===== src/core/payload_pkg.sv =====
// Shared constants, types and register map for the payload assembler
package payload_pkg;
  // Register byte offsets
  localparam logic [11:0] REG_CTRL = 12'h000;
  localparam logic [11:0] REG_BASE = 12'h004;
  localparam logic [11:0] REG_STATUS = 12'h008;
  localparam logic [11:0] REG_DECODE = 12'h00c;
  // Field positions
  localparam int CTRL_MODE_LSB = 0;
  localparam int STAT_BUSY_BIT = 0;
  localparam int STAT_ALIGN_BIT = 1;
  localparam int STAT_RANGE_BIT = 2;
  localparam int STAT_ROWS_LSB = 8;
  localparam int HDR_LEN_LSB = 0;
  localparam int ADDR_TOP_LSB = 29;
  localparam int IS_FIELD_LSB = 24;
  // Reset values
  localparam logic [1:0] CTRL_MODE_RST = 2'h0;
  localparam logic [31:0] BASE_RST = 32'h0000_0000;
  // Modes
  localparam logic [1:0] MODE_GENERIC = 2'h0;
  localparam logic [1:0] MODE_INV_SCAN = 2'h1;
  localparam logic [1:0] MODE_BITSTREAM = 2'h2;
  // Sizes
  localparam logic [7:0] HDR_EXTRA_DW = 8'h02;
  localparam logic [17:0] DW_ROUND = 18'h00003;
  localparam int DW_PER_ROW = 8;
  localparam int ROW_IDX_W = 6;
  localparam int ILEN_W = 17;
  // Bus answers
  localparam logic [1:0] RESP_OKAY = 2'h0;
  localparam logic [1:0] RESP_SLVERR = 2'h2;

  typedef enum logic [7:0] {
    S_HDR = 8'h01,
    S_DESC = 8'h02,
    S_ILEN = 8'h04,
    S_ADDR = 8'h08,
    S_INL = 8'h10,
    S_FREQ = 8'h20,
    S_FDAT = 8'h40,
    S_FLUSH = 8'h80
  } phase_t;

  typedef struct packed {
    logic [31:0] addr;
    logic [ILEN_W-1:0] len;
  } fetch_req_t;

  typedef struct packed {
    logic [ROW_IDX_W-1:0] idx;
    logic [DW_PER_ROW*32-1:0] data;
  } payload_row_t;
endpackage


===== src/core/media_object_payload_assembler.sv =====
// Work-item payload assembler: command parse, indirect fetch, row packing
//
// What this block does
// - Indirect fetch address is the base register plus the command's start address.
// - Without indirect data the start address is ignored and nothing is fetched.
// - Inverse-scan mode decodes the first inline dword by its field layout; bitstream mode keeps the whole dword.
// - Generic mode passes inline dwords into the payload untouched.
// - First inline dword is command dword 4.
// - Inline dword count is the length field minus two.
// - A non-multiple-of-eight inline count gives N/8+1 rows, zero filled.
// - A multiple-of-eight inline count gives exactly N/8 rows.
// - Indirect data starts on the row after the last inline row.
// - A short last indirect row is zero filled.
// - Indirect length zero disables the indirect fetch.
`timescale 1ns/10ps
`default_nettype none
module media_object_payload_assembler (
  // Clock and reset
  input wire logic aclk,
  input wire logic aresetn,
  // Register bus write
  input wire logic awvalid,
  output logic awready,
  input wire logic [11:0] awaddr,
  input wire logic wvalid,
  output logic wready,
  input wire logic [31:0] wdata,
  input wire logic [3:0] wstrb,
  output logic bvalid,
  input wire logic bready,
  output logic [1:0] bresp,
  // Register bus read
  input wire logic arvalid,
  output logic arready,
  input wire logic [11:0] araddr,
  output logic rvalid,
  input wire logic rready,
  output logic [31:0] rdata,
  output logic [1:0] rresp,
  // Command dword stream
  input wire logic cmd_valid,
  output logic cmd_ready,
  input wire logic [31:0] cmd_data,
  // Indirect fetch request and data
  output logic fetch_valid,
  input wire logic fetch_ready,
  output payload_pkg::fetch_req_t fetch_req,
  input wire logic fdat_valid,
  output logic fdat_ready,
  input wire logic [31:0] fdat_data,
  // Payload rows
  output logic pay_valid,
  input wire logic pay_ready,
  output payload_pkg::payload_row_t pay_row,
  output logic obj_done
);
  typedef struct packed {
    payload_pkg::phase_t st;
    logic [1:0] mode;
    logic [1:0] cur_mode;
    logic [31:0] base;
    logic [7:0] left;
    logic [7:0] n_inl;
    logic [payload_pkg::ILEN_W-1:0] ilen;
    logic [31:0] start;
    logic [15:0] fleft;
    logic [31:0] pend;
    logic pend_v;
    logic pend_last;
    logic first;
    logic cmd_ready;
    logic fetch_valid;
    logic fdat_ready;
    logic done;
    logic err_align;
    logic err_range;
    logic [31:0] decode;
    logic awready;
    logic wready;
    logic aw_v;
    logic w_v;
    logic [11:0] awaddr;
    logic [31:0] wdata;
    logic [3:0] wstrb;
    logic bvalid;
    logic [1:0] bresp;
    logic arready;
    logic rvalid;
    logic [31:0] rdata;
    logic [1:0] rresp;
  } asm_t;

  asm_t s_reg;
  asm_t s_next;
  logic pk_ready;
  logic pk_idle;
  logic cmd_hs;
  logic fdat_hs;
  logic pushed;

  function automatic logic mapped(input logic [11:0] a);
    mapped = (a == payload_pkg::REG_CTRL) || (a == payload_pkg::REG_BASE) ||
             (a == payload_pkg::REG_STATUS) || (a == payload_pkg::REG_DECODE);
  endfunction

  function automatic logic [31:0] merge(input logic [31:0] o, input logic [31:0] d,
                                         input logic [3:0] b);
    merge = o;
    for (int i = 0; i < 4; i++)
    begin
      if (b[i])
      begin
        merge[i*8 +: 8] = d[i*8 +: 8];
      end
    end
  endfunction

  assign cmd_hs = s_reg.cmd_ready && cmd_valid;
  assign fdat_hs = s_reg.fdat_ready && fdat_valid;
  assign pushed = s_reg.pend_v && pk_ready;

  ////////////////////////////////////////////////////////////////////////////
  always_comb
  begin
    logic [31:0] rd;
    rd = '0;
    s_next = s_reg;
    s_next.done = 1'b0;
    // Register writes; error clears come first so a same-cycle set wins
    if (awvalid && s_reg.awready)
    begin
      s_next.awaddr = awaddr;
      s_next.aw_v = 1'b1;
      s_next.awready = 1'b0;
    end
    if (wvalid && s_reg.wready)
    begin
      s_next.wdata = wdata;
      s_next.wstrb = wstrb;
      s_next.w_v = 1'b1;
      s_next.wready = 1'b0;
    end
    if (s_reg.aw_v && s_reg.w_v && !s_reg.bvalid)
    begin
      s_next.aw_v = 1'b0;
      s_next.w_v = 1'b0;
      s_next.awready = 1'b1;
      s_next.wready = 1'b1;
      s_next.bvalid = 1'b1;
      s_next.bresp = mapped(s_reg.awaddr) ? payload_pkg::RESP_OKAY : payload_pkg::RESP_SLVERR;
      case (s_reg.awaddr)
        payload_pkg::REG_CTRL:
          if (s_reg.wstrb[0])
          begin
            s_next.mode = s_reg.wdata[payload_pkg::CTRL_MODE_LSB +: 2];
          end
        payload_pkg::REG_BASE:
          s_next.base = merge(s_reg.base, s_reg.wdata, s_reg.wstrb);
        payload_pkg::REG_STATUS:
          if (s_reg.wstrb[0])
          begin
            if (s_reg.wdata[payload_pkg::STAT_ALIGN_BIT])
            begin
              s_next.err_align = 1'b0;
            end
            if (s_reg.wdata[payload_pkg::STAT_RANGE_BIT])
            begin
              s_next.err_range = 1'b0;
            end
          end
        default:
          s_next.bresp = s_next.bresp;
      endcase
    end
    if (s_reg.bvalid && bready)
    begin
      s_next.bvalid = 1'b0;
    end
    // Register reads
    if (arvalid && s_reg.arready)
    begin
      case (araddr)
        payload_pkg::REG_CTRL: rd[payload_pkg::CTRL_MODE_LSB +: 2] = s_reg.mode;
        payload_pkg::REG_BASE: rd = s_reg.base;
        payload_pkg::REG_STATUS:
        begin
          rd[payload_pkg::STAT_BUSY_BIT] = (s_reg.st != payload_pkg::S_HDR);
          rd[payload_pkg::STAT_ALIGN_BIT] = s_reg.err_align;
          rd[payload_pkg::STAT_RANGE_BIT] = s_reg.err_range;
          rd[payload_pkg::STAT_ROWS_LSB +: payload_pkg::ROW_IDX_W] = pay_row.idx;
        end
        payload_pkg::REG_DECODE: rd = s_reg.decode;
        default: rd = '0;
      endcase
      s_next.rdata = rd;
      s_next.rresp = mapped(araddr) ? payload_pkg::RESP_OKAY : payload_pkg::RESP_SLVERR;
      s_next.rvalid = 1'b1;
      s_next.arready = 1'b0;
    end
    if (s_reg.rvalid && rready)
    begin
      s_next.rvalid = 1'b0;
      s_next.arready = 1'b1;
    end
    ////////////////////////////////////////////////////////////////////////
    // Command walk
    if (pushed)
    begin
      s_next.pend_v = 1'b0;
    end
    case (s_reg.st)
      payload_pkg::S_HDR:
        if (cmd_hs)
        begin
          s_next.left = cmd_data[payload_pkg::HDR_LEN_LSB +: 8] - payload_pkg::HDR_EXTRA_DW;
          s_next.n_inl = cmd_data[payload_pkg::HDR_LEN_LSB +: 8] - payload_pkg::HDR_EXTRA_DW;
          s_next.cur_mode = s_reg.mode;
          s_next.first = 1'b1;
          s_next.st = payload_pkg::S_DESC;
        end
      payload_pkg::S_DESC:
        if (cmd_hs)
        begin
          s_next.st = payload_pkg::S_ILEN;
        end
      payload_pkg::S_ILEN:
        if (cmd_hs)
        begin
          s_next.ilen = cmd_data[payload_pkg::ILEN_W-1:0];
          s_next.st = payload_pkg::S_ADDR;
        end
      payload_pkg::S_ADDR:
        if (cmd_hs)
        begin
          s_next.start = cmd_data;
          // Misaligned pointers outside bitstream mode and out-of-range pointers are flagged, not refused
          if (s_reg.ilen != '0)
          begin
            if (s_reg.cur_mode != payload_pkg::MODE_BITSTREAM && cmd_data[1:0] != 2'h0)
            begin
              s_next.err_align = 1'b1;
            end
            if (cmd_data[31:payload_pkg::ADDR_TOP_LSB] != 3'h0)
            begin
              s_next.err_range = 1'b1;
            end
          end
          if (s_reg.left != 8'h00)
          begin
            s_next.st = payload_pkg::S_INL;
          end
          else
          begin
            s_next.cmd_ready = 1'b0;
            if (s_reg.ilen != '0)
            begin
              s_next.st = payload_pkg::S_FREQ;
              s_next.fetch_valid = 1'b1;
            end
            else
            begin
              s_next.st = payload_pkg::S_FLUSH;
            end
          end
        end
      payload_pkg::S_INL:
      begin
        if (cmd_hs)
        begin
          s_next.pend = cmd_data;
          s_next.pend_v = 1'b1;
          s_next.pend_last = (s_reg.left == 8'h01);
          s_next.left = s_reg.left - 8'h01;
          s_next.first = 1'b0;
          if (s_reg.first && s_reg.cur_mode == payload_pkg::MODE_INV_SCAN)
          begin
            s_next.decode = {24'h000000, cmd_data[31:payload_pkg::IS_FIELD_LSB]};
          end
          else if (s_reg.first && s_reg.cur_mode == payload_pkg::MODE_BITSTREAM)
          begin
            s_next.decode = cmd_data;
          end
        end
        if (pushed && s_reg.pend_last)
        begin
          // Indirect words wait behind the last inline row in the packer
          if (s_reg.ilen != '0)
          begin
            s_next.st = payload_pkg::S_FREQ;
            s_next.fetch_valid = 1'b1;
          end
          else
          begin
            s_next.st = payload_pkg::S_FLUSH;
          end
        end
        s_next.cmd_ready = !s_next.pend_v && (s_next.left != 8'h00);
      end
      payload_pkg::S_FREQ:
        if (s_reg.fetch_valid && fetch_ready)
        begin
          s_next.fetch_valid = 1'b0;
          s_next.fleft = 16'(({1'b0, s_reg.ilen} + payload_pkg::DW_ROUND) >> 2);
          s_next.fdat_ready = 1'b1;
          s_next.st = payload_pkg::S_FDAT;
        end
      payload_pkg::S_FDAT:
      begin
        if (fdat_hs)
        begin
          s_next.pend = fdat_data;
          s_next.pend_v = 1'b1;
          s_next.pend_last = (s_reg.fleft == 16'h0001);
          s_next.fleft = s_reg.fleft - 16'h0001;
        end
        if (pushed && s_reg.pend_last)
        begin
          s_next.st = payload_pkg::S_FLUSH;
        end
        s_next.fdat_ready = !s_next.pend_v && (s_next.fleft != 16'h0000);
      end
      payload_pkg::S_FLUSH:
        if (pk_idle)
        begin
          s_next.done = 1'b1;
          s_next.cmd_ready = 1'b1;
          s_next.st = payload_pkg::S_HDR;
        end
      default:
        s_next.st = payload_pkg::S_HDR;
    endcase
  end

  always_ff @(posedge aclk)
  begin
    if (!aresetn)
    begin
      s_reg <= '0;
      s_reg.st <= payload_pkg::S_HDR;
      s_reg.mode <= payload_pkg::CTRL_MODE_RST;
      s_reg.base <= payload_pkg::BASE_RST;
      s_reg.cmd_ready <= 1'b1;
      s_reg.awready <= 1'b1;
      s_reg.wready <= 1'b1;
      s_reg.arready <= 1'b1;
    end
    else
    begin
      s_reg <= s_next;
    end
  end

  ////////////////////////////////////////////////////////////////////////////
  row_packer u_pack (
    .aclk(aclk),
    .aresetn(aresetn),
    .in_valid(s_reg.pend_v),
    .in_data(s_reg.pend),
    .in_last(s_reg.pend_last),
    .in_ready(pk_ready),
    .clr(cmd_hs && s_reg.st == payload_pkg::S_HDR),
    .out_valid(pay_valid),
    .out_row(pay_row),
    .out_ready(pay_ready),
    .idle(pk_idle)
  );

  assign awready = s_reg.awready;
  assign wready = s_reg.wready;
  assign bvalid = s_reg.bvalid;
  assign bresp = s_reg.bresp;
  assign arready = s_reg.arready;
  assign rvalid = s_reg.rvalid;
  assign rdata = s_reg.rdata;
  assign rresp = s_reg.rresp;
  assign cmd_ready = s_reg.cmd_ready;
  assign fetch_valid = s_reg.fetch_valid;
  assign fetch_req = {s_reg.base + s_reg.start, s_reg.ilen};
  assign fdat_ready = s_reg.fdat_ready;
  assign obj_done = s_reg.done;

  ////////////////////////////////////////////////////////////////////////////
  // Expected row total: inline and indirect each rounded up to whole rows
  logic [15:0] ind_dw;
  logic [15:0] exp_rows;
  assign ind_dw = 16'(({1'b0, s_reg.ilen} + payload_pkg::DW_ROUND) >> 2);
  assign exp_rows = 16'(({8'h00, s_reg.n_inl} + 16'h0007) >> 3) + 16'((ind_dw + 16'h0007) >> 3);
endmodule
`default_nettype wire


===== src/core/row_packer.sv =====
// Packs dwords into 8-dword payload rows, zero filling a short last row
`timescale 1ns/10ps
`default_nettype none
module row_packer (
  // Clock and reset
  input wire logic aclk,
  input wire logic aresetn,
  // Dword input
  input wire logic in_valid,
  input wire logic [31:0] in_data,
  input wire logic in_last,
  output logic in_ready,
  input wire logic clr,
  // Row output
  output logic out_valid,
  output payload_pkg::payload_row_t out_row,
  input wire logic out_ready,
  output logic idle
);
  typedef struct packed {
    logic [2:0] cnt;
    logic [payload_pkg::DW_PER_ROW*32-1:0] row;
    logic out_valid;
    logic [payload_pkg::ROW_IDX_W-1:0] idx;
  } pack_t;

  pack_t s_reg;
  pack_t s_next;

  // Row is held in place while offered, so filling stalls until it leaves
  assign in_ready = !s_reg.out_valid;
  assign out_valid = s_reg.out_valid;
  assign out_row = {s_reg.idx, s_reg.row};
  assign idle = !s_reg.out_valid && (s_reg.cnt == 3'h0);

  always_comb
  begin
    s_next = s_reg;
    if (in_valid && !s_reg.out_valid)
    begin
      s_next.row[{s_reg.cnt, 5'h00} +: 32] = in_data;
      if (s_reg.cnt == 3'h7 || in_last)
      begin
        s_next.out_valid = 1'b1;
        s_next.cnt = 3'h0;
      end
      else
      begin
        s_next.cnt = s_reg.cnt + 3'h1;
      end
    end
    if (s_reg.out_valid && out_ready)
    begin
      // Cleared row gives the zero padding of the next short row
      s_next.out_valid = 1'b0;
      s_next.row = '0;
      s_next.idx = s_reg.idx + 6'h01;
    end
    if (clr)
    begin
      s_next.idx = '0;
    end
  end

  always_ff @(posedge aclk)
  begin
    if (!aresetn)
    begin
      s_reg <= '0;
    end
    else
    begin
      s_reg <= s_next;
    end
  end
endmodule
`default_nettype wire


===== config.mk =====
export PLATFORM = sky130hd
export DESIGN_NAME = media_object_payload_assembler
export DESIGN_NICKNAME = d
export VERILOG_FILES = /design/src/core/payload_pkg.sv /design/src/core/media_object_payload_assembler.sv /design/src/core/row_packer.sv
export SDC_FILE = /design/constraint.sdc
export NUM_CORES = 1
export LEC_CHECK = 0
export ABC_CLOCK_PERIOD_IN_PS = 4200
export BUFFER_PORTS_ARGS = -buffer_cell sky130_fd_sc_hd__buf_2
export CAP_MARGIN = 20
export CORE_ASPECT_RATIO = 1.1
export CORE_MARGIN = 2
export CORE_UTILIZATION = 40
export CTS_CLUSTER_DIAMETER = 80
export DETAILED_ROUTE_END_ITERATION = 6
export GPL_ROUTABILITY_DRIVEN = 0
export GPL_TIMING_DRIVEN = 1
export PLACE_DENSITY_LB_ADDON = 0.08
export SYNTH_ARGS = -nofsm -noshare
export SYNTH_HDL_FRONTEND = slang
export SYNTH_SLANG_ARGS = --single-unit

===== constraint.sdc =====
create_clock -name aclk -period 4.2 [get_ports aclk]
set_input_delay 0.42 -clock aclk [delete_from_list [all_inputs] [get_ports aclk]]
set_output_delay 0.42 -clock aclk [all_outputs]
set_load 0.01 [all_outputs]

==> results.json <==
{
  "synthCells": 3266,
  "finalSetupViolCount": 0,
  "gr-total-overflow": 0,
  "hold_depth": 3,
  "hold_buffers": 2,
  "start_util": 0.406,
  "ys_types": 84,
  "yosys-top-cells-area": "dfxtp_1 43%, nand2_1 13%, a21oi_1 10%, buf_4 9.3%, clkbuf_1 2.5%",
  "die-height_um": 268,
  "crit_chain": "ha_1 -> a211oi_1 -> o21ai_1 -> o21ai_1 -> a22oi_2 -> a221oi_2 -> o311ai_0 -> a21oi_1 -> xnor2_1 -> buf_2",
  "cts_setup_buffers": 0,
  "antenna_found_initial": 4,
  "drtAntennaViolNets": 0,
  "async_flop_share": 0,
  "cp.arrival_ns": 3.40,
  "tightest_slew_ns": 1.01,
  "synth_edf_count": 0,
  "viasPerCell": 5.23,
  "cpPeakStageDelay_ns": 0.43,
  "maxSlewViolCount": 0,
  "drv_cap": 0,
  "cts-root-buf": "clkbuf_16",
  "postRouteWirelength_um": 85000,
  "maxSlewHeadroom": 0.330,
  "netlist_area_um2": 25400,
  "synth_common_cells": "858 x nand2_1, 545 x dfxtp_1, 506 x a21oi_1",
  "ir_worst_vdd_uv": 285,
  "fp.dieW_um": 244,
  "path_delay_family": "compound AO/OA/AOI/OAI gates",
  "critPathRequiredTime_ns": 3.78,
  "avgSynthCellArea_um2": 7.78,
  "clkLatencyLatePin_ns": 0.62,
  "fin_crit_ns": 3.82,
  "hold_viol": 0,
  "grt_pass1_vias": 20800,
  "skew_ns": 0.0248,
  "ys.flop_type": "dfxtp_1",
  "io-pin-count": 492,
  "numPortBuffers": 489,
  "status": "complete, no violations",
  "cts.path.max_buffers": 3,
  "clock-sinks": 545,
  "rows": 96,
  "worst_path_most_repeated_cell": "o21ai_1",
  "cp.depth": 10,
  "rr_worst_depth": 9,
  "yosys_warnings": 0,
  "yosysTopAreaCell": "dfxtp_1",
  "ys_seq_area_frac": 0.429,
  "cts_tree": "yes",
  "endpoint_kind": "output pin",
  "fin_crit_sh": 0.910,
  "largest_reg_flops": 262,
  "criticalPathCategory": "reg2out",
  "drive_gt1_frac": 0.196,
  "grt_pass1_wl_um": 127000,
  "synth_top_area_frac": 0.429,
  "yosysMostFrequentCell": "nand2_1",
  "synth-seq-cells": 545,
  "post_cts_resized": 0,
  "slowest_stage": "a221oi_2",
  "leakagePower_nw": 11.2,
  "tns_ns": 0,
  "critPathMaxFanout": 4,
  "drtIter0Drc": 1602,
  "drc": 0,
  "hpwl_um": 62200,
  "synthToLayoutAreaGrowth_pct": 9.95,
  "hold_ws_ns": 0.0352,
  "rsz0062_at_grt": "false",
  "powerDensity_nw_per_um2": 400,
  "cts-buffers-inserted": 58,
  "grtUsageTotal": 0.249,
  "start_kind": "register",
  "cts_max_level": 2,
  "min_path_type": "in2reg",
  "fmax_mhz": 262,
  "grt_max_degree": 169,
  "core_um2": 62600,
  "final_core_util": 0.447,
  "nets": 3514,
  "cp_num_buf_inv": 1,
  "cts.clk_slew.worst_paths_ns": 0.06,
  "wire_per_inst_um": 20.2,
  "dieArea_um2": 65600,
  "num_vias": 22000,
  "drt_first_pass_iters": 6
}
-- path summary, 6_finish.rpt --
kind,slack [ns],start,endpoint
setup / recovery,0.38,s_reg[246],fetch_req[42]
hold / removal,0.04,wdata[26],s_reg[69]
setup reg to reg,1.14,u_pack.s_reg[263],u_pack.out_row[152]
hold reg to reg,0.45,u_pack.out_row[253],u_pack.out_row[253]
-- power breakdown --
group	internal, W	total [W]	leakage, nW	switching, W
logic	0.000293	0.000850	5.89	0.000558
clock network	0.00284	0.00496	0.891	0.00212
registers	0.00525	0.00536	4.40	0.000112
total	0.00838	0.0112	11.2	0.00279
-- layer usage --
metal  wire [µm]  share of wire  vias up  global-route usage
li1            -              -    10800                   -
met1       37100           0.44    10400               0.331
met2       40000           0.47      707               0.412
met3        5600          0.066      131              0.0466
met4        2320          0.027        6              0.0732
met5          41        0.00048        -                   0
-- metrics by stage --
step / power [W] / setup WS, ns / std cells / area (µm²)
CTS: 0.0113 / 0.331 / 4209 / 27900
finish: 0.0112 / 0.376 / 4210 / 27900
detailed placement: 0.00631 / 0.987 / 4108 / 26100
global placement: 0.00629 / 1.08 / 4107 / 26100
floorplan: 0.00601 / 1.48 / 3267 / 25400
global route: 0.0116 / 0.122 / 4210 / 27900
-- final cells by class --
class | count | area (µm²)
Tap cell | 833 | 1040
Clock buffer | 84 | 1660
Inverter | 36 | 143
Fill cell | 6419 | 34600
Timing Repair Buffer | 525 | 2760
Antenna cell | 1 | 2.50
Clock inverter | 15 | 150
Multi-Input combinational cell | 2171 | 11300
Sequential cell | 545 | 10900
-- tightest hold or removal path: stages --
cell,delay (ns)
buf_2,0.09
nand2_1,0.05
a21oi_1,0.05
-- layout by cell type (no fill, tap or decap), types with 34 or more instances in the layout --
master     count
clkbuf_16     58
nand3_1       69
nand2_1      857
a21oi_1      506
o21ai_0       62
buf_2        489
a22oi_1       70
dfxtp_1      545
nor2_1       165
inv_1         34
nor2b_1       35
ha_1          40
-- kinds of logic (layout without fill, tap and decap cells) --
family | after synthesis | in the layout | share of synthesized area
adder cells (fa/ha/maj) | 42 | 42 | 0.0210
flip-flops | 545 | 545 | 0.429
buffers and inverters | 551 | 660 | 0.129
AO/OA/AOI/OAI | 750 | 750 | 0.168
AND/OR/NAND/NOR | 1280 | 1280 | 0.215
XOR/XNOR | 57 | 57 | 0.0196
other | 1 | 3 | 0.000148
multiplexers | 40 | 40 | 0.0171
Note: power is estimated with default switching activity, not from simulation.
